$ cat src/hw/tcie_consts.svh
`ifndef TCIE_CONSTS_SVH
`define TCIE_CONSTS_SVH

// register byte offsets
`define TCIE_OFF_CONTROL 12'h000
`define TCIE_OFF_IRQ_EN 12'h00c
`define TCIE_OFF_STATUS 12'h010
`define TCIE_OFF_EVENT 12'h014
`define TCIE_OFF_PRESCALER 12'h028
`define TCIE_OFF_RELOAD 12'h02c
`define TCIE_OFF_COUNT 12'h024
`define TCIE_OFF_COMPARE1 12'h034

// control field positions
`define TCIE_CTL_RUN_BIT 0
`define TCIE_CTL_NOUPD_BIT 1
`define TCIE_CTL_USRC_BIT 2
`define TCIE_CTL_RBUF_BIT 7
`define TCIE_CTL_DIV_LO 8
`define TCIE_CTL_DIV_HI 9
`define TCIE_CTL_MASK 16'h0387

// interrupt enable / status / event positions
`define TCIE_UPD_BIT 0
`define TCIE_CH1_BIT 1
`define TCIE_IRQ_MASK 16'h0003

// reset values
`define TCIE_RST_CONTROL 16'h0000
`define TCIE_RST_IRQ_EN 16'h0000
`define TCIE_RST_VALUE16 16'h0000

// filter divide encodings
`define TCIE_DIV1 2'h0
`define TCIE_DIV2 2'h1
`define TCIE_DIV4 2'h2

`endif

$ cat src/hw/tcie_pkg.sv
package tcie_pkg;

    typedef struct packed {
        logic [1:0] filter_clock_divide;
        logic reload_buffer_enable;
        logic update_source_select;
        logic update_disable;
        logic counter_enable;
    } tcie_ctl_t;

    typedef struct packed {
        logic channel1_irq_enable;
        logic update_irq_enable;
    } tcie_ien_t;

    typedef struct packed {
        logic sel;
        logic write;
        logic [11:0] addr;
        logic [2:0] size;
    } tcie_aphase_t;

    typedef enum logic [1:0] {
        TCIE_BUS_IDLE = 2'b01,
        TCIE_BUS_DATA = 2'b10
    } tcie_bus_state_t;

    typedef struct packed {
        logic update_event;
        logic soft_restart;
        logic sample_tick;
    } tcie_evt_t;

endpackage

$ cat src/hw/tcie_sample_div.sv
`timescale 1ns/100ps
`include "tcie_consts.svh"

// filter sampling tick generator: one tick every 1, 2 or 4 timer clocks
module tcie_sample_div
    import tcie_pkg::*;
(
    input wire logic core_clk,
    input wire logic rst_b,
    input wire logic clk_en,
    input wire logic [1:0] filter_clock_divide,
    output logic sample_tick
);

    typedef struct packed {
        logic [1:0] cnt;
        logic tick;
    } tcie_div_state_t;

    tcie_div_state_t st;
    tcie_div_state_t next_st;

    function automatic logic [1:0] div_last(input logic [1:0] sel);
        unique case (sel)
            `TCIE_DIV2: div_last = 2'h1;
            `TCIE_DIV4: div_last = 2'h3;
            default: div_last = 2'h0;
        endcase
    endfunction

    always_comb begin
        next_st = st;
        if (st.cnt >= div_last(filter_clock_divide)) begin
            next_st.cnt = 2'h0;
            next_st.tick = 1'b1;
        end else begin
            next_st.cnt = st.cnt + 2'h1;
            next_st.tick = 1'b0;
        end
    end

    always_ff @(posedge core_clk or negedge rst_b) begin
        if (!rst_b) begin
            st <= '0;
        end else if (clk_en) begin
            st <= next_st;
        end
    end

    assign sample_tick = st.tick;

    div4_period_a: assert property (@(posedge core_clk) disable iff (!rst_b)
        (clk_en && filter_clock_divide == `TCIE_DIV4 && $stable(filter_clock_divide)
         && sample_tick) ##1 (clk_en && $stable(filter_clock_divide))
         ##1 (clk_en && $stable(filter_clock_divide)) |-> !sample_tick)
        else $error("tick too soon for divide by four");

endmodule

$ cat src/hw/tcie_time_base.sv
`timescale 1ns/100ps
`include "tcie_consts.svh"

// prescaler and counter with buffered reload, prescaler and compare
module tcie_time_base
    import tcie_pkg::*;
#(
    parameter int WIDTH = 16
)
(
    input wire logic core_clk,
    input wire logic rst_b,
    input wire logic clk_en,
    input wire logic counter_enable,
    input wire logic reload_buffer_enable,
    input wire logic update_event,
    input wire logic soft_restart,
    input wire logic [WIDTH-1:0] reload_pre,
    input wire logic [WIDTH-1:0] prescale_pre,
    input wire logic [WIDTH-1:0] compare_pre,
    output logic overflow,
    output logic compare_hit,
    output logic [WIDTH-1:0] count
);

    typedef struct packed {
        logic [WIDTH-1:0] pre_cnt;
        logic [WIDTH-1:0] cnt;
        logic [WIDTH-1:0] reload_act;
        logic [WIDTH-1:0] pre_act;
        logic [WIDTH-1:0] cmp_act;
    } tcie_tb_state_t;

    tcie_tb_state_t st;
    tcie_tb_state_t next_st;
    logic [WIDTH-1:0] reload_eff;
    logic tick;

    always_comb begin
        next_st = st;
        reload_eff = reload_buffer_enable ? st.reload_act : reload_pre;
        tick = counter_enable && (st.pre_cnt >= st.pre_act);
        overflow = tick && (st.cnt >= reload_eff);
        compare_hit = tick && (st.cnt == st.cmp_act);
        if (counter_enable) begin
            next_st.pre_cnt = tick ? '0 : st.pre_cnt + 1'b1;
            if (tick) begin
                next_st.cnt = overflow ? '0 : st.cnt + 1'b1;
            end
        end
        if (soft_restart) begin
            next_st.pre_cnt = '0;
            next_st.cnt = '0;
        end
        if (update_event) begin
            next_st.reload_act = reload_pre;
            next_st.pre_act = prescale_pre;
            next_st.cmp_act = compare_pre;
        end
    end

    always_ff @(posedge core_clk or negedge rst_b) begin
        if (!rst_b) begin
            st <= '0;
        end else if (clk_en) begin
            st <= next_st;
        end
    end

    assign count = st.cnt;

    shadow_hold_a: assert property (@(posedge core_clk) disable iff (!rst_b)
        !update_event |=> $stable(st.pre_act) && $stable(st.cmp_act)
        && $stable(st.reload_act))
        else $error("active copy changed without update");

    stopped_hold_a: assert property (@(posedge core_clk) disable iff (!rst_b)
        clk_en && !counter_enable && !soft_restart |=> $stable(count))
        else $error("counter moved while disabled");

endmodule

$ cat src/hw/tcie_timer.sv
// Added by the designer: the AHB-Lite register port.
`timescale 1ns/100ps
`include "tcie_consts.svh"

module tcie_timer
    import tcie_pkg::*;
(
    input wire logic core_clk,
    input wire logic rst_b,
    input wire logic clk_en,
    input wire logic hsel,
    input wire logic [31:0] haddr,
    input wire logic [1:0] htrans,
    input wire logic hwrite,
    input wire logic [2:0] hsize,
    input wire logic [31:0] hwdata,
    input wire logic hready,
    output logic [31:0] hrdata,
    output logic hreadyout,
    output logic hresp,
    output logic timer_irq,
    output logic filter_sample_tick,
    output logic [15:0] timer_count
);

    // =====================================================================
    // state
    // =====================================================================
    typedef struct packed {
        tcie_bus_state_t bus;
        tcie_aphase_t ap;
        tcie_ctl_t ctl;
        tcie_ien_t ien;
        logic update_flag;
        logic channel1_flag;
        logic update_generate;
        logic [15:0] prescale_pre;
        logic [15:0] reload_pre;
        logic [15:0] compare_pre;
        logic [31:0] rdata;
    } tcie_state_t;

    tcie_state_t st;
    tcie_state_t next_st;
    logic overflow;
    logic compare_hit;
    logic soft_upd_req;
    logic upd_evt;
    logic [15:0] count;
    logic [15:0] wd;
    logic wr_ok;
    logic wr_now;
    logic rd_now;

    function automatic logic [15:0] low16(input logic [31:0] w);
        low16 = w[15:0];
    endfunction

    function automatic logic is_addr(input logic [11:0] a, input logic [11:0] off);
        is_addr = ({a[11:2], 2'b00} == off);
    endfunction

    // =====================================================================
    // update event
    // =====================================================================
    always_comb begin
        soft_upd_req = st.update_generate;
        upd_evt = !st.ctl.update_disable
            && (overflow || (soft_upd_req && !st.ctl.update_source_select));
    end

    // =====================================================================
    // bus slave and registers
    // =====================================================================
    always_comb begin
        next_st = st;
        wd = low16(hwdata);
        // byte writes are ignored; halfword or word only
        wr_ok = (st.ap.size == 3'h1) || (st.ap.size == 3'h2);
        wr_now = st.ap.sel && st.ap.write && wr_ok;
        rd_now = hsel && hready && htrans[1] && !hwrite;
        next_st.update_generate = 1'b0;
        if (upd_evt) begin
            next_st.update_flag = 1'b1;
        end
        if (compare_hit) begin
            next_st.channel1_flag = 1'b1;
        end
        if (wr_now) begin
            if (is_addr(st.ap.addr, `TCIE_OFF_CONTROL)) begin
                next_st.ctl.filter_clock_divide = wd[`TCIE_CTL_DIV_HI:`TCIE_CTL_DIV_LO];
                next_st.ctl.reload_buffer_enable = wd[`TCIE_CTL_RBUF_BIT];
                next_st.ctl.update_source_select = wd[`TCIE_CTL_USRC_BIT];
                next_st.ctl.update_disable = wd[`TCIE_CTL_NOUPD_BIT];
                next_st.ctl.counter_enable = wd[`TCIE_CTL_RUN_BIT];
            end
            if (is_addr(st.ap.addr, `TCIE_OFF_IRQ_EN)) begin
                next_st.ien.channel1_irq_enable = wd[`TCIE_CH1_BIT];
                next_st.ien.update_irq_enable = wd[`TCIE_UPD_BIT];
            end
            if (is_addr(st.ap.addr, `TCIE_OFF_STATUS)) begin
                // write zero clears; a same-cycle hardware set wins
                next_st.update_flag = (st.update_flag & wd[`TCIE_UPD_BIT]) | upd_evt;
                next_st.channel1_flag = (st.channel1_flag & wd[`TCIE_CH1_BIT]) | compare_hit;
            end
            if (is_addr(st.ap.addr, `TCIE_OFF_EVENT)) begin
                next_st.update_generate = wd[`TCIE_UPD_BIT];
                if (wd[`TCIE_CH1_BIT]) begin
                    next_st.channel1_flag = 1'b1;
                end
            end
            if (is_addr(st.ap.addr, `TCIE_OFF_PRESCALER)) begin
                next_st.prescale_pre = wd;
            end
            if (is_addr(st.ap.addr, `TCIE_OFF_RELOAD)) begin
                next_st.reload_pre = wd;
            end
            if (is_addr(st.ap.addr, `TCIE_OFF_COMPARE1)) begin
                next_st.compare_pre = wd;
            end
        end
        if (rd_now) begin
            next_st.rdata = '0;
            if (is_addr(haddr[11:0], `TCIE_OFF_CONTROL)) begin
                next_st.rdata[15:0] = {6'h00, st.ctl.filter_clock_divide,
                    st.ctl.reload_buffer_enable, 4'h0, st.ctl.update_source_select,
                    st.ctl.update_disable, st.ctl.counter_enable};
            end
            if (is_addr(haddr[11:0], `TCIE_OFF_IRQ_EN)) begin
                next_st.rdata[1:0] = st.ien;
            end
            if (is_addr(haddr[11:0], `TCIE_OFF_STATUS)) begin
                next_st.rdata[1:0] = {st.channel1_flag, st.update_flag};
            end
            if (is_addr(haddr[11:0], `TCIE_OFF_PRESCALER)) begin
                next_st.rdata[15:0] = st.prescale_pre;
            end
            if (is_addr(haddr[11:0], `TCIE_OFF_RELOAD)) begin
                next_st.rdata[15:0] = st.reload_pre;
            end
            if (is_addr(haddr[11:0], `TCIE_OFF_COMPARE1)) begin
                next_st.rdata[15:0] = st.compare_pre;
            end
            if (is_addr(haddr[11:0], `TCIE_OFF_COUNT)) begin
                next_st.rdata[15:0] = count;
            end
        end
        next_st.ap.sel = hsel && hready && htrans[1];
        next_st.ap.write = hwrite;
        next_st.ap.addr = haddr[11:0];
        next_st.ap.size = hsize;
        next_st.bus = next_st.ap.sel ? TCIE_BUS_DATA : TCIE_BUS_IDLE;
    end

    always_ff @(posedge core_clk or negedge rst_b) begin
        if (!rst_b) begin
            st <= '0;
            st.bus <= TCIE_BUS_IDLE;
        end else if (clk_en) begin
            st <= next_st;
        end
    end

    // =====================================================================
    // outputs
    // =====================================================================
    assign hreadyout = 1'b1;
    assign hresp = 1'b0;
    assign hrdata = st.rdata;
    assign timer_count = count;
    assign timer_irq = (st.update_flag && st.ien.update_irq_enable)
        || (st.channel1_flag && st.ien.channel1_irq_enable);

    // =====================================================================
    // datapath
    // =====================================================================
    tcie_sample_div u_div (
        .core_clk(core_clk),
        .rst_b(rst_b),
        .clk_en(clk_en),
        .filter_clock_divide(st.ctl.filter_clock_divide),
        .sample_tick(filter_sample_tick)
    );

    tcie_time_base #(.WIDTH(16)) u_tb (
        .core_clk(core_clk),
        .rst_b(rst_b),
        .clk_en(clk_en),
        .counter_enable(st.ctl.counter_enable),
        .reload_buffer_enable(st.ctl.reload_buffer_enable),
        .update_event(upd_evt),
        .soft_restart(soft_upd_req),
        .reload_pre(st.reload_pre),
        .prescale_pre(st.prescale_pre),
        .compare_pre(st.compare_pre),
        .overflow(overflow),
        .compare_hit(compare_hit),
        .count(count)
    );

    // =====================================================================
    // checks
    // =====================================================================
    gen_selfclear_a: assert property (@(posedge core_clk) disable iff (!rst_b)
        st.update_generate && clk_en |=> !st.update_generate || $past(wr_now))
        else $error("update generate did not clear");

    gen_pulse_a: assert property (@(posedge core_clk) disable iff (!rst_b)
        st.update_generate && clk_en && !(wr_now && is_addr(st.ap.addr, `TCIE_OFF_EVENT))
        |=> !st.update_generate)
        else $error("update generate stood two cycles");

    gen_restart_a: assert property (@(posedge core_clk) disable iff (!rst_b)
        soft_upd_req && clk_en |=> timer_count == 16'h0)
        else $error("software request did not clear the counter");

    source_overflow_a: assert property (@(posedge core_clk) disable iff (!rst_b)
        soft_upd_req && st.ctl.update_source_select && !overflow |-> !upd_evt)
        else $error("software request made update with source select set");

    source_any_a: assert property (@(posedge core_clk) disable iff (!rst_b)
        soft_upd_req && !st.ctl.update_source_select && !st.ctl.update_disable |-> upd_evt)
        else $error("software request gave no update");

    disable_block_a: assert property (@(posedge core_clk) disable iff (!rst_b)
        st.ctl.update_disable |-> !upd_evt)
        else $error("update while disabled");

    flag_set_a: assert property (@(posedge core_clk) disable iff (!rst_b)
        upd_evt && clk_en |=> st.update_flag)
        else $error("update flag not set");

    status_clear_a: assert property (@(posedge core_clk) disable iff (!rst_b)
        clk_en && wr_now && is_addr(st.ap.addr, `TCIE_OFF_STATUS) && !wd[`TCIE_UPD_BIT]
        && !upd_evt |=> !st.update_flag)
        else $error("update flag not cleared by software");

    flag_hold_a: assert property (@(posedge core_clk) disable iff (!rst_b)
        clk_en && st.update_flag && !(wr_now && is_addr(st.ap.addr, `TCIE_OFF_STATUS))
        |=> st.update_flag)
        else $error("update flag cleared without a status write");

    ch1_set_a: assert property (@(posedge core_clk) disable iff (!rst_b)
        clk_en && compare_hit |=> st.channel1_flag)
        else $error("channel 1 flag not set on match");

    irq_gate_a: assert property (@(posedge core_clk) disable iff (!rst_b)
        !st.ien.update_irq_enable && !st.ien.channel1_irq_enable |-> !timer_irq)
        else $error("interrupt while all enables clear");

    irq_raise_a: assert property (@(posedge core_clk) disable iff (!rst_b)
        st.update_flag && st.ien.update_irq_enable |-> timer_irq)
        else $error("enabled update flag gave no interrupt");

    irq_ch1_a: assert property (@(posedge core_clk) disable iff (!rst_b)
        st.channel1_flag && st.ien.channel1_irq_enable |-> timer_irq)
        else $error("enabled channel 1 flag gave no interrupt");

    irq_low_a: assert property (@(posedge core_clk) disable iff (!rst_b)
        !st.update_flag && !st.channel1_flag |-> !timer_irq)
        else $error("interrupt with no flag set");

    ctl_write_a: assert property (@(posedge core_clk) disable iff (!rst_b)
        clk_en && wr_now && is_addr(st.ap.addr, `TCIE_OFF_CONTROL) |=>
        st.ctl.counter_enable == $past(wd[`TCIE_CTL_RUN_BIT])
        && st.ctl.filter_clock_divide == $past(wd[`TCIE_CTL_DIV_HI:`TCIE_CTL_DIV_LO]))
        else $error("control write did not land");

    ien_write_a: assert property (@(posedge core_clk) disable iff (!rst_b)
        clk_en && wr_now && is_addr(st.ap.addr, `TCIE_OFF_IRQ_EN) |=>
        st.ien == $past(wd[`TCIE_CH1_BIT:`TCIE_UPD_BIT]))
        else $error("interrupt enable write did not land");

    byte_write_a: assert property (@(posedge core_clk) disable iff (!rst_b)
        clk_en && st.ap.sel && st.ap.write && st.ap.size == 3'h0 |=> $stable(st.ctl))
        else $error("byte write changed control");

    rdata_hold_a: assert property (@(posedge core_clk) disable iff (!rst_b)
        clk_en && !rd_now |=> $stable(hrdata))
        else $error("read data changed without a read");

    event_read_a: assert property (@(posedge core_clk) disable iff (!rst_b)
        clk_en && rd_now && is_addr(haddr[11:0], `TCIE_OFF_EVENT) |=> hrdata == 32'h0)
        else $error("event register read not zero");

    bus_state_a: assert property (@(posedge core_clk) disable iff (!rst_b)
        $onehot(st.bus) && hreadyout && !hresp)
        else $error("bus state or response broken");

endmodule

$ cat config.mk
export PLATFORM = sky130hd
export DESIGN_NAME = tcie_timer
export DESIGN_NICKNAME = d
export VERILOG_FILES = /design/src/hw/tcie_pkg.sv /design/src/hw/tcie_sample_div.sv /design/src/hw/tcie_time_base.sv /design/src/hw/tcie_timer.sv
export VERILOG_INCLUDE_DIRS = /design/src /design/src/hw
export SDC_FILE = /design/constraint.sdc
export NUM_CORES = 1
export LEC_CHECK = 0
export ABC_AREA = 1
export BUFFER_PORTS_ARGS = -buffer_cell sky130_fd_sc_hd__buf_2
export CAP_MARGIN = 30
export CORE_MARGIN = 5
export CORE_UTILIZATION = 55
export DETAILED_ROUTE_END_ITERATION = 8
export PLACE_DENSITY = 0.77
export SETUP_SLACK_MARGIN = 0.02
export SYNTH_ARGS = -nofsm -noshare
export SYNTH_HDL_FRONTEND = slang
export SYNTH_SLANG_ARGS = --single-unit
$ cat constraint.sdc
create_clock -name core_clk -period 3.6 [get_ports core_clk]
set_input_delay 0.18 -clock core_clk [delete_from_list [all_inputs] [get_ports core_clk]]
set_output_delay 0.18 -clock core_clk [all_outputs]
set_load 0.005 [all_outputs]
* Yosys cells after proc, flatten, opt, wreduce, memory -nomap -nowiden *
Index checks and enable logic that the tools add are counted.
Widths: inputs -> output; s select.

storage, ports and cells
  register bits after elaboration = 175
  bits of input ports = 75
  output and inout bits = 52
  logic and storage cells = 107

cells by class
  add/subtract/negate cells = 3
  order comparisons = 3
  equality and inequality tests = 17
  multiplexer cells = 24
  bitwise operators = 4
  reductions and logical operators = 31

operators by type and width
  cell                   number
  $mux 16                11
  $eq 10x4->1 const B    7
  $mux 32                2
  $mux 51                1
  $add 16x1->16 const B  2
  $ge 16x16->1           2
  $eq 10x3->1 const B    3
  $eq 10x2->1 const B    2
  $logic_not 10->1       2
  $reduce_and 3->1       6
  $eq 16x16->1           1
  $logic_and 1x1->1      12
  $mux 10                1
  $mux 2                 4
  $reduce_and 2->1       3
  $pmux 2 s2             1
  $reduce_bool 2->1      2
  $eq 3x1->1 const B     1
  $eq 3x2->1 const B     1
  $logic_not 1->1        3
  $logic_or 1x1->1       3
  $mux 1                 3
  $mux 3                 1
  $add 2x1->2 const B    1
  5 further kinds        7

* Longest topological paths before layout *
Gate-level depths: netlist of the first run.

  word-level depth = 10
  mapped depth = 20
  depth with buffers taken out = 17

* Hierarchy *
A second synthesis of the first run with hierarchy kept.

unflattened totals
  cell total of the unflattened synthesis = 1164
  area total of the unflattened synthesis = 9537.9 µm²

by module, submodules not included
  module           instances  cells an instance  area each (µm²)  sequential area each (µm²)
  tcie_time_base   1          591                4894.7           2001.9
  tcie_timer       1          545                4443.0           2252.2
  tcie_sample_div  1          28                 200.2            75.1

* Worst setup path before layout of the first run *
No wires, ideal clock.

  kind = flip-flop to flip-flop
  start = register st[88] (netlist name)
  end = register u_tb.st[0] (netlist name)
  setup time = 0.116 ns
  arrival time = 2.499 ns
  data required time = 3.484 ns
  setup slack = 0.985 ns
  stages on the path, launching flop included = 18
  buffers on the path = 4
  period minus slack after synthesis = 2.615 ns
  cell sequence = dfrtp_1 -> clkbuf_1 -> clkbuf_1 -> nor2_1 -> a21oi_1 -> ha_1 -> nand2_1 -> inv_1 -> o21ai_0 -> nand2_1 -> nor2_1 -> nand3_2 -> nand3_4 -> nand2_2 -> buf_4 -> buf_4 -> nand3_1 -> nand2_1

between the ends
  cells in the longest elaborated chain, start to end = 6

ends and longest elaborated chain
  item                        line                  text
  start, declared             tcie_timer.sv:43      tcie_state_t st;
  start signal, assigned      tcie_timer.sv:160     st <= next_st;
  $mux 16                     tcie_time_base.sv:41  reload_eff = reload_buffer_enable ? st.reload_act : reload_pre;
  $ge 16x16->1                tcie_time_base.sv:43  overflow = tick && (st.cnt >= reload_eff);
  $logic_and 1x1->1           tcie_time_base.sv:43
  $logic_or 1x1->1            tcie_timer.sv:69      && (overflow || (soft_upd_req && !st.ctl.update_source_select));
  $logic_and 1x1->1           tcie_timer.sv:69
  $reduce_and 2->1 (no line)  n/a
  end signal, assigned        tcie_time_base.sv:66  st <= next_st;
  end, declared               tcie_time_base.sv:34  tcie_tb_state_t st;

Every way passes these cells.
A chain may end at the register's enable or synchronous reset.

* Worst setup path in the final report of the first run *
  start = register st[88] (netlist name)
  end = register u_tb.st[12] (netlist name)

The elaborated chain is that of the path after synthesis.

==> results of run 1 <==
-- power by group through the flow --
stage                     Clock [mW]  Combinational (mW)  Sequential (mW)
after floorplan                    0               0.145             2.03
after global placement             0               0.223             2.04
final                           1.87               0.234             2.00
after detailed placement           0               0.228             2.04
after CTS                       1.89               0.236             2.00
after global routing            1.97               0.268             2.00
-- cell usage after synthesis (all sizes together) --
cell,n,share of area
dfrtp,173,0.45
xor2,25,0.023
a22o,1,0.00091
nand4,17,0.011
a21o,1,0.00078
nand2,348,0.14
mux2,1,0.0012
or2,3,0.0020
o21a,2,0.0016
a211oi,3,0.0023
buf,75,0.054
o21ai,117,0.061
inv,109,0.043
nand3b,1,0.00078
a21oi,38,0.020
o221ai,2,0.0018
nand3,100,0.054
nor4,8,0.0083
clkbuf,26,0.010
o22ai,7,0.0046
nor2,81,0.034
nor3b,2,0.0016
a31oi,3,0.0020
xnor2,7,0.0064
mux2i,7,0.0073
nor3,18,0.011
and3,1,0.00065
conb,2,0.00078
ha,37,0.048
-- through the flow --
| stage | setup WS, ns | power [mW] |
|---|---|---|
| 4_1_cts | 0.7293 | 4.128 |
| 3_3_place_gp | 0.7863 | 2.260 |
| 6_report | 0.6693 | 4.110 |
| 3_5_place_dp | 0.7285 | 2.266 |
| 5_1_grt | 0.4654 | 4.246 |
| 2_1_floorplan | 0.9846 | 2.177 |
-- routing by layer --
| metal | global-route usage | vias up | routed length (um) |
|---|---|---|---|
| met5 | 0 | - | 0 |
| met4 | 0.09899 | 0 | 850 |
| met3 | 0.05679 | 63 | 2177 |
| met2 | 0.3968 | 367 | 11390 |
| met1 | 0.3459 | 3887 | 10360 |
| li1 | - | 3937 | - |
-- worst reg2reg max path: stages, from the launching register on --
cell	delay, ns
dfrtp_1	0.35
buf_4	0.22
mux2i_1	0.39
ha_1	0.18
nand2_1	0.05
inv_1	0.06
nand3_1	0.10
nor2_1	0.16
nand3_1	0.11
nand3_2	0.11
nand3_4	0.22
nand2_2	0.16
buf_4	0.46
nand3_1	0.21
nand2_1	0.11
-- state kept, by name, summed over array words and instances, names as in the netlist --
register           flops
st                    73
u_tb.st               64
hrdata                16
u_tb.count            16
u_div.st               2
soft_upd_req           1
u_div.sample_tick      1
-- final cells by class --
class | count | area [sq um]
flip-flops and latches | 173 | 4329
clock buffers | 18 | 439.2
clock inverters | 14 | 156.4
inverters | 109 | 409.1
well taps | 225 | 281.5
fillers | 1509 | 6709
repair buffers | 96 | 586.8
multi-input cells | 848 | 4325
-- final timing paths --
check / start / to / slack, ns / cells after the start
setup / recovery: st[88] / u_tb.st[12] / 0.67 / 14
hold / removal: haddr[3] / st[97] / 0.009 / 3
setup reg to reg: st[88] / u_tb.st[12] / 0.67 / 14
hold reg to reg: u_tb.st[32] / u_tb.st[32] / 0.47 / 2
max in group asynchronous: rst_b / u_tb.st[72] / 2.22 / 3
min in group asynchronous: rst_b / u_tb.count[13] / 0.39 / 2
-- cells by family (layout without fill, tap and decap cells) --
kind of cell	count (synthesis)	count (layout)	share of synthesized area
simple gates	579	579	0.2612
buf+inv	210	237	0.1068
compound gates	174	174	0.09504
flops	173	173	0.4505
fa+ha+maj	37	37	0.04817
xor+xnor	32	32	0.02916
mux	8	8	0.008463
other cells	2	18	0.0007814
==> metrics.log, run 1 <==
INFO  metric power_frac_seq = 0.487
INFO  metric grt_pass1_wl = 40370 um
INFO  metric final.setup_skew = 0.01072 ns
INFO  metric num_rows = 48
INFO  metric crit_path_max_incr_delay = 0.46 ns
INFO  metric worst_path_dominant_cell_family = simple AND/OR/NAND/NOR gates
INFO  metric io_pins = 127
INFO  metric min_tclk_post_route = 2.931 ns
INFO  metric ctsRootBufferMaster = clkbuf_16
INFO  metric cell_with_the_largest_stage_delay_on_the_worst_path = buf_4
INFO  metric cts_post_setup_buffers_inserted = 0
INFO  metric syn_to_final_growth = 9.543%
INFO  metric placedCellCount = 1443
INFO  metric hold_class = primary input to register
INFO  metric final_cell_area = 0.01053 sq mm
INFO  metric p_int = 3.102 mW
INFO  metric number_of_port_buffers = 69
INFO  metric timing_worst_slew_pin_value = 1.134 ns
INFO  metric irDropWorstVdd = 371.8 uV
INFO  metric powerDensity = 390.4 mW/mm^2
INFO  metric cts-buffers-inserted = 17
INFO  metric gr-total-overflow = 0
INFO  metric synth.avg_cell_area = 7.910 sq um
INFO  metric detailedRoute.firstPassIterationCount = 6
INFO  metric ctsResizeCount = 0
INFO  metric worst_path_most_repeated_cell = nand3_1
INFO  metric layout_common_cells = nand2_1 (343), dfrtp_1 (173), o21ai_0 (109)
INFO  metric final_common_cell = nand2_1
INFO  metric die_height = 142.2 um
INFO  metric cp-start-kind = register
INFO  metric hold_violations = 0
INFO  metric timing.final.crit_share = 0.8141
INFO  metric post_synth_num_cell_types = 42
INFO  metric num_antenna_cells = 0
INFO  metric detail_route.vias_per_cell = 5.566
INFO  metric place.gp.congestion = 0.9010
INFO  metric top_achievable_clock_speed = 341.2 MHz
INFO  metric tritoncts = yes
INFO  metric crit_path_end_kind = register
INFO  metric fp.dieW = 142.2 um
INFO  metric drive_above_1_share = 0.1153
INFO  metric synth_cell_area = 0.009610 sq mm
INFO  metric floorplan.die_area = 0.02022 sq mm
INFO  metric postSynthRegisterBits = 173
INFO  metric postPlaceCellArea = 0.009852 sq mm
INFO  metric drv_slew = 0
INFO  metric route.detailed.drc = 0
INFO  metric netSwitchingFraction = 0.2452
INFO  metric combinationalPowerShare = 0.057
INFO  metric clock_tree.buffer_depth = 2
INFO  metric cts_htree_levels = 4
INFO  metric layout.core_utilization = 0.6108
INFO  metric total_leakage_power = 5.385 nW
INFO  metric clk_transition_reported_paths = 0.07 ns
INFO  metric run_status = completed
INFO  metric worst-path-max-fanout = 48
INFO  metric totalNegativeSetupSlack = 0 ns
INFO  metric first_global_vias = 7873
INFO  metric total_switching_power = 1.008 mW
INFO  metric critical_path_class = register to register
INFO  metric post_drt_wl_per_cell = 16.70 um
INFO  metric dp_hpwl = 17470 um
INFO  metric arrival = 3.30 ns
INFO  metric syn-instance-count = 1215
INFO  metric core_area = 0.01724 sq mm
INFO  metric critical_path.cell_chain = buf_4, mux2i_1, ha_1, nand2_1, inv_1, nand3_1, nor2_1, nand3_1, nand3_2, nand3_4, nand2_2, buf_4, nand3_1, nand2_1
INFO  metric routed-via-count = 8254
INFO  metric synth_warnings = 0
INFO  metric final_antenna_net_count = 0
INFO  metric hold_slack = 0.009456 ns
INFO  metric largest_net_degree_at_the_start_of_global_routing = 97
INFO  metric drt_first_iter_violations = 857
INFO  metric finalWirelength = 24770 um
INFO  metric cts_hold_repair.buffers = 8
INFO  metric initial_utilization = 0.5576
INFO  metric grt_setup_unrepaired = false
INFO  metric final_cells = 1483
INFO  metric cts.sink_count = 173
INFO  metric design.final.nets = 1357
INFO  metric max_slew_margin = 0.2409
INFO  metric buffer_and_inverter_count_on_the_worst_path = 3
INFO  metric grt_antenna_before_repair = 0
INFO  metric part_of_the_yosys_area_used_for_sequential_elements = 0.4505
INFO  metric p_clk_frac = 0.456
INFO  metric worstSkewPairLatency = 0.43 ns
INFO  metric timing.final.setup_violations = 0
INFO  metric worst_ep_required_time = 3.97 ns
INFO  metric grtUsageTotal = 0.2536
INFO  metric max_cap_violations = 0
Power figures use the tool's default switching activity.
==> run 2: changes to the inputs <==
- clock period: 3.6 -> 2.7 ns (I/O delays scaled with it)
==> metrics.log, run 2 (synthesis gave the netlist of run 1 again) <==
INFO  metric design.final.nets = 1375 (was 1357)
INFO  metric routed-via-count = 8314 (was 8254)
INFO  metric powerDensity = 504.9 mW/mm^2 (was 390.4 mW/mm^2)
INFO  metric crit_path_max_incr_delay = 0.47 ns (was 0.46 ns)
INFO  metric critical_path_class = register to register (unchanged)
INFO  metric detailedRoute.firstPassIterationCount = 6 (unchanged)
INFO  metric worst_ep_required_time = 3.06 ns (was 3.97 ns)
INFO  metric critical_path.cell_chain = buf_12, mux2i_1, ha_1, nand3_1, a21oi_1, nor2_2, nand3_2, nand3_4, nand2_4, nand2_8, buf_12, nand2_1, nand2_1 (was buf_4, mux2i_1, ha_1, nand2_1, inv_1, nand3_1, nor2_1, nand3_1, nand3_2, nand3_4, nand2_2, buf_4, nand3_1, nand2_1)
INFO  metric max_slew_margin = 0.4614 (was 0.2409)
INFO  metric final_cells = 1501 (was 1483)
INFO  metric drt_first_iter_violations = 863 (was 857)
INFO  metric tritoncts = yes (unchanged)
INFO  metric floorplan.die_area = 0.02022 sq mm (unchanged)
INFO  metric finalWirelength = 25430 um (was 24770 um)
INFO  metric final_common_cell = nand2_1 (unchanged)
INFO  metric largest_net_degree_at_the_start_of_global_routing = 62 (was 97)
INFO  metric p_int = 4.128 mW (was 3.102 mW)
INFO  metric clk_transition_reported_paths = 0.07 ns (about the same)
INFO  metric worst-path-max-fanout = 12 (was 48)
INFO  metric detail_route.vias_per_cell = 5.539 (was 5.566)
INFO  metric netSwitchingFraction = 0.2452 (about the same)
INFO  metric combinationalPowerShare = 0.059 (was 0.057)
INFO  metric initial_utilization = 0.5576 (unchanged)
INFO  metric buffer_and_inverter_count_on_the_worst_path = 2 (was 3)
INFO  metric timing.final.setup_violations = 0 (unchanged)
INFO  metric min_tclk_post_route = 2.601 ns (was 2.931 ns)
INFO  metric drv_slew = 0 (unchanged)
INFO  metric cell_with_the_largest_stage_delay_on_the_worst_path = dfrtp_2 (was buf_4)
INFO  metric dp_hpwl = 17550 um (was 17470 um)
INFO  metric run_status = completed (unchanged)
INFO  metric num_rows = 48 (unchanged)
INFO  metric total_leakage_power = 5.516 nW (was 5.385 nW)
INFO  metric worstSkewPairLatency = 0.42 ns (was 0.43 ns)
INFO  metric largest_registers = st (73), u_tb.st (64) (unchanged)
INFO  metric fp.dieW = 142.2 um (unchanged)
INFO  metric layout_common_cells = nand2_1 (343), dfrtp_1 (172), o21ai_0 (109) (was nand2_1 (343), dfrtp_1 (173), o21ai_0 (109))
INFO  metric ctsRootBufferMaster = clkbuf_16 (unchanged)
INFO  metric number_of_port_buffers = 69 (unchanged)
INFO  metric wl_met2 = 11970 um (was 11390 um)
INFO  metric top_achievable_clock_speed = 384.5 MHz (was 341.2 MHz)
INFO  metric final_antenna_net_count = 0 (unchanged)
INFO  metric grt_antenna_before_repair = 0 (unchanged)
INFO  metric route.detailed.drc = 0 (unchanged)
INFO  metric top_layer_used = met4 (unchanged)
INFO  metric final.fill_count = 1422 (was 1509)
INFO  metric drive_above_1_share = 0.1285 (was 0.1153)
INFO  metric total_switching_power = 1.341 mW (was 1.008 mW)
INFO  metric grt_setup_unrepaired = false (unchanged)
INFO  metric layout.core_utilization = 0.6285 (was 0.6108)
INFO  metric irDropWorstVdd = 423.4 uV (was 371.8 uV)
INFO  metric num_antenna_cells = 0 (unchanged)
INFO  metric arrival = 2.96 ns (was 3.30 ns)
INFO  metric timing_worst_slew_pin_value = 0.8070 ns (was 1.134 ns)
INFO  metric hold_class = primary input to register (unchanged)
INFO  metric clock_tree.buffer_depth = 2 (unchanged)
INFO  metric power_frac_seq = 0.488 (was 0.487)
INFO  metric grt_pass1_wl = 39760 um (was 40370 um)
INFO  metric p_clk_frac = 0.453 (was 0.456)
INFO  metric cp-start-kind = register (unchanged)
INFO  metric worst_path_dominant_cell_family = simple AND/OR/NAND/NOR gates (unchanged)
INFO  metric placedCellCount = 1454 (was 1443)
INFO  metric gr-total-overflow = 0 (unchanged)
INFO  metric core_area = 0.01724 sq mm (unchanged)
INFO  metric met3_wirelength = 2081 um (was 2177 um)
INFO  metric cts-buffers-inserted = 17 (unchanged)
INFO  metric syn_to_final_growth = 12.72% (was 9.543%)
INFO  metric largest_register = st (unchanged)
INFO  metric m1WireLength = 10470 um (was 10360 um)
INFO  metric timing.final.crit_share = 0.9633 (was 0.8141)
INFO  metric crit_path_end_kind = register (unchanged)
INFO  metric first_global_vias = 7793 (was 7873)
INFO  metric place.gp.congestion = 0.9630 (was 0.9010)
INFO  metric hold_violations = 0 (unchanged)
INFO  metric max_cap_violations = 0 (unchanged)
INFO  metric cts.sink_count = 173 (unchanged)
INFO  metric max_reg_flops = 73 (unchanged)
INFO  metric grtUsageTotal = 0.2484 (was 0.2536)
INFO  metric totalNegativeSetupSlack = 0 ns (unchanged)
INFO  metric post_drt_wl_per_cell = 16.94 um (was 16.70 um)
INFO  metric die_height = 142.2 um (unchanged)
INFO  metric total_power = 5.469 mW (was 4.110 mW)
INFO  metric io_pins = 127 (unchanged)
INFO  metric final.setup_skew = 0.008136 ns (was 0.01072 ns)
INFO  metric cts_htree_levels = 4 (unchanged)
==> run 2: worst reg2reg max path: stages (launching register included) <==
cell	delay [ns]
dfrtp_2	0.47
buf_12	0.20
mux2i_1	0.33
ha_1	0.29
nand3_1	0.16
a21oi_1	0.08
nor2_2	0.17
nand3_2	0.15
nand3_4	0.13
nand2_4	0.10
nand2_8	0.13
buf_12	0.15
nand2_1	0.09
nand2_1	0.07
==> run 2: final timing paths <==
check,start,to,slack (ns),cells past startpoint
max in group asynchronous,rst_b,u_tb.st[41],1.75,3
worst max-delay path,st[88],u_tb.st[6],0.1,13
min in group asynchronous,rst_b,u_tb.count[14],0.23,2
worst min-delay path,hwdata[14],st[78],0.02,3
worst min register to register,u_tb.st[18],u_tb.st[18],0.48,2
worst max register to register,st[88],u_tb.st[6],0.1,13
==> run 2: power groups by stage <==
| stage | Combinational [mW] | Clock (mW) | Sequential, mW |
|---|---|---|---|
| 2_1_floorplan | 0.193 | 0 | 2.71 |
| 3_3_place_gp | 0.303 | 0 | 2.72 |
| 3_5_place_dp | 0.311 | 0 | 2.72 |
| 4_1_cts | 0.326 | 2.50 | 2.67 |
| 5_1_grt | 0.372 | 2.60 | 2.67 |
| 6_report | 0.325 | 2.48 | 2.67 |
==> run 2: layer usage <==
layer	global-route usage	up-vias
li1	-	3979
met1	0.3346	3915
met2	0.4080	361
met3	0.04402	59
met4	0.08434	0
met5	0	-
==> run 2: layout make-up <==
| cell class | instances | area, sq um | area share |
|---|---|---|---|
| timing repair buffer | 114 | 845.8 | 0.07808 |
| multi-input combinational | 848 | 4379 | 0.4043 |
| sequential | 173 | 4330 | 0.3997 |
| clock buffer | 19 | 432.9 | 0.03996 |
| tap | 225 | 281.5 | 0.02599 |
| clock inverter | 13 | 153.9 | 0.01421 |
| inverter | 109 | 409.1 | 0.03777 |
==> run 2: per-stage QoR <==
step	setup WS (ns)	cell area, sq um	hold WS (ns)
after global routing	0.02433	10830	0.01936
after CTS	0.07373	10690	0.007622
after global placement	0.1359	9980	0.1305
final	0.09916	10830	0.01665
after floorplan	0.08455	9671	-0.1606
after detailed placement	0.1023	9980	0.1298
==> run 2: timing repair <==
action                                  in CTS  in global routing
endpoints found under the setup margin       0                 60
buffers inserted                             0                  0
hold buffers                                12                  0
resized for setup                            0                 16
hold endpoints to repair                    64                  0
==> run 3: changes to the inputs <==
- CAP_MARGIN: 30 -> 20
- clock period: 2.7 -> 3 ns (I/O delays scaled with it)
==> metrics.log, run 3 (synthesis gave the netlist of run 1 again) <==
INFO  metric cts.sink_count = 173 (unchanged)
INFO  metric timing_worst_slew_pin_value = 0.8307 ns (was 0.8070 ns)
INFO  metric cell_with_the_largest_stage_delay_on_the_worst_path = dfrtp_1 (was dfrtp_2)
INFO  metric met3_wirelength = 2150 um (was 2081 um)
INFO  metric timing.final.crit_share = 0.9411 (was 0.9633)
INFO  metric arrival = 3.18 ns (was 2.96 ns)
INFO  metric totalNegativeSetupSlack = 0 ns (unchanged)
INFO  metric hold_class = primary input to register (unchanged)
INFO  metric place.gp.congestion = 0.9289 (was 0.9630)
INFO  metric largest_register = st (unchanged)
INFO  metric core_area = 0.01724 sq mm (unchanged)
INFO  metric hold_violations = 0 (unchanged)
INFO  metric routed-via-count = 8268 (was 8314)
INFO  metric max_cap_violations = 0 (unchanged)
INFO  metric dp_hpwl = 17470 um (was 17550 um)
INFO  metric top_layer_used = met4 (unchanged)
INFO  metric detail_route.vias_per_cell = 5.538 (was 5.539)
INFO  metric r2r_slack = 0.18 ns (was 0.1 ns)
INFO  metric worst_path_most_repeated_cell = nand2_1
INFO  metric fp.dieW = 142.2 um (unchanged)
INFO  metric layout_common_cells = nand2_1 (343), dfrtp_1 (173), o21ai_0 (109) (was nand2_1 (343), dfrtp_1 (172), o21ai_0 (109))
INFO  metric largest_net_degree_at_the_start_of_global_routing = 74 (was 62)
INFO  metric max_slew_margin = 0.4411 (was 0.4614)
INFO  metric timing.final.setup_violations = 0 (unchanged)
INFO  metric drive_above_1_share = 0.1175 (was 0.1285)
INFO  metric run_status = completed (unchanged)
INFO  metric post_drt_wl_per_cell = 16.80 um (was 16.94 um)
INFO  metric tritoncts = yes (unchanged)
INFO  metric max_reg_flops = 73 (unchanged)
INFO  metric floorplan.die_area = 0.02022 sq mm (unchanged)
INFO  metric layout.core_utilization = 0.6169 (was 0.6285)
INFO  metric worst-path-max-fanout = 24 (was 12)
INFO  metric cts-buffers-inserted = 17 (unchanged)
INFO  metric total_leakage_power = 5.436 nW (was 5.516 nW)
INFO  metric drt_first_iter_violations = 725 (was 863)
INFO  metric detailedRoute.firstPassIterationCount = 5 (was 6)
INFO  metric grt_pass1_wl = 40740 um (was 39760 um)
INFO  metric final.setup_skew = 0.008546 ns (was 0.008136 ns)
INFO  metric final_antenna_net_count = 0 (unchanged)
INFO  metric cp-start-kind = register (unchanged)
INFO  metric top_achievable_clock_speed = 354.2 MHz (was 384.5 MHz)
INFO  metric worstSkewPairLatency = 0.42 ns (about the same)
INFO  metric ctsRootBufferMaster = clkbuf_16 (unchanged)
INFO  metric die_height = 142.2 um (unchanged)
INFO  metric wl_met2 = 11620 um (was 11970 um)
INFO  metric cts_post_setup_buffers_inserted = 0 (unchanged)
INFO  metric grt_antenna_before_repair = 0 (unchanged)
INFO  metric largest_registers = st (73), u_tb.st (64) (unchanged)
INFO  metric io_pins = 127 (unchanged)
INFO  metric cts_htree_levels = 4 (unchanged)
INFO  metric critical_path.cell_chain = buf_12, mux2i_1, ha_1, nand2_1, inv_1, o21ai_0, nand2_1, nor2_1, nand3_2, nand3_4, nand2_2, nand2_2, buf_12, nand2_1, nand2_1 (was buf_12, mux2i_1, ha_1, nand3_1, a21oi_1, nor2_2, nand3_2, nand3_4, nand2_4, nand2_8, buf_12, nand2_1, nand2_1)
INFO  metric gr-total-overflow = 0 (unchanged)
INFO  metric clock_tree.buffer_depth = 2 (unchanged)
INFO  metric num_rows = 48 (unchanged)
INFO  metric crit_path_max_incr_delay = 0.41 ns (was 0.47 ns)
INFO  metric grt_setup_unrepaired = false (unchanged)
INFO  metric powerDensity = 461.6 mW/mm^2 (was 504.9 mW/mm^2)
INFO  metric finalWirelength = 25090 um (was 25430 um)
INFO  metric m1WireLength = 10610 um (was 10470 um)
INFO  metric grtUsageTotal = 0.2562 (was 0.2484)
INFO  metric crit_path_end_kind = register (unchanged)
INFO  metric first_global_vias = 8006 (was 7793)
INFO  metric final_common_cell = nand2_1 (unchanged)
INFO  metric number_of_port_buffers = 69 (unchanged)
INFO  metric buffer_and_inverter_count_on_the_worst_path = 3 (was 2)
INFO  metric route.detailed.drc = 0 (unchanged)
INFO  metric worst_path_dominant_cell_family = simple AND/OR/NAND/NOR gates (unchanged)
INFO  metric initial_utilization = 0.5576 (unchanged)
INFO  metric worst_ep_required_time = 3.36 ns (was 3.06 ns)
INFO  metric design.final.nets = 1367 (was 1375)
INFO  metric drv_slew = 0 (unchanged)
INFO  metric critical_path_class = register to register (unchanged)
INFO  metric min_tclk_post_route = 2.823 ns (was 2.601 ns)
INFO  metric syn_to_final_growth = 10.65% (was 12.72%)
INFO  metric num_antenna_cells = 0 (unchanged)
INFO  metric irDropWorstVdd = 423.6 uV (was 423.4 uV)
INFO  metric clk_transition_reported_paths = 0.07 ns (about the same)
==> run 3: cell count changes in the layout (fill, tap and decap cells not counted), sizes merged <==
cell and change:
clkinvlp +1, dlygate4sd3 -1, clkbuf -2, buf -4, inv -2
==> run 3: area by class of cell <==
class	instances	area, sq um
fill	1478	6603
sequential	173	4329
multi-input combinational	848	4320
timing repair buffer	106	710.7
clock buffer	20	446.7
inverter	109	409.1
tap	225	281.5
clock inverter	12	136.4
==> run 3: path summary, 6_finish.rpt <==
| path | startpoint | end | cells past startpoint |
|---|---|---|---|
| setup / recovery | st[88] | u_tb.st[36] | 15 |
| hold / removal | haddr[5] | st[99] | 3 |
| setup reg to reg | st[88] | u_tb.st[36] | 15 |
| hold reg to reg | u_tb.st[23] | u_tb.st[23] | 2 |
| max in group asynchronous | rst_b | st[72] | 3 |
| min in group asynchronous | rst_b | st[63] | 2 |
==> run 3: worst min-delay path, cell delays in order <==
cell     delay [ns]
buf_2          0.13
nand2_1        0.05
o21ai_0        0.06
==> run 3: power breakdown <==
part	internal, mW	total [mW]	switching, mW
logic	0.0939	0.289	0.195
clock network	1.26	2.22	0.959
registers	2.37	2.40	0.0309
total	3.72	4.91	1.18
==> run 3: metrics by stage <==
| step | total power [mW] | worst slack [ns] | cells | hold WS [ns] | instance area [sq um] |
|---|---|---|---|---|---|
| 2_1_floorplan | 2.613 | 0.3846 | 1231 | -0.1456 | 9671 |
| 3_3_place_gp | 2.716 | 0.3109 | 1450 | 0.2139 | 9937 |
| 3_5_place_dp | 2.724 | 0.3104 | 1450 | 0.2217 | 9937 |
| 4_1_cts | 4.926 | 0.2784 | 1493 | 0.007341 | 10630 |
| 5_1_grt | 5.069 | 0.06714 | 1493 | 0.01393 | 10630 |
| 6_report | 4.909 | 0.1767 | 1493 | 0.02166 | 10630 |
==> run 3: what timing repair did <==
action | 4_1_cts | 5_1_grt
endpoints found under the hold margin | 80 | 0
setup endpoints to repair | 0 | 2
gates resized for setup | 0 | 1
hold buffers | 11 | 0
==> run 3: layer usage <==
layer	global-route usage	up-vias
li1	-	3955
met1	0.3451	3894
met2	0.4012	372
met3	0.07191	47
met4	0.08737	0
met5	0	-
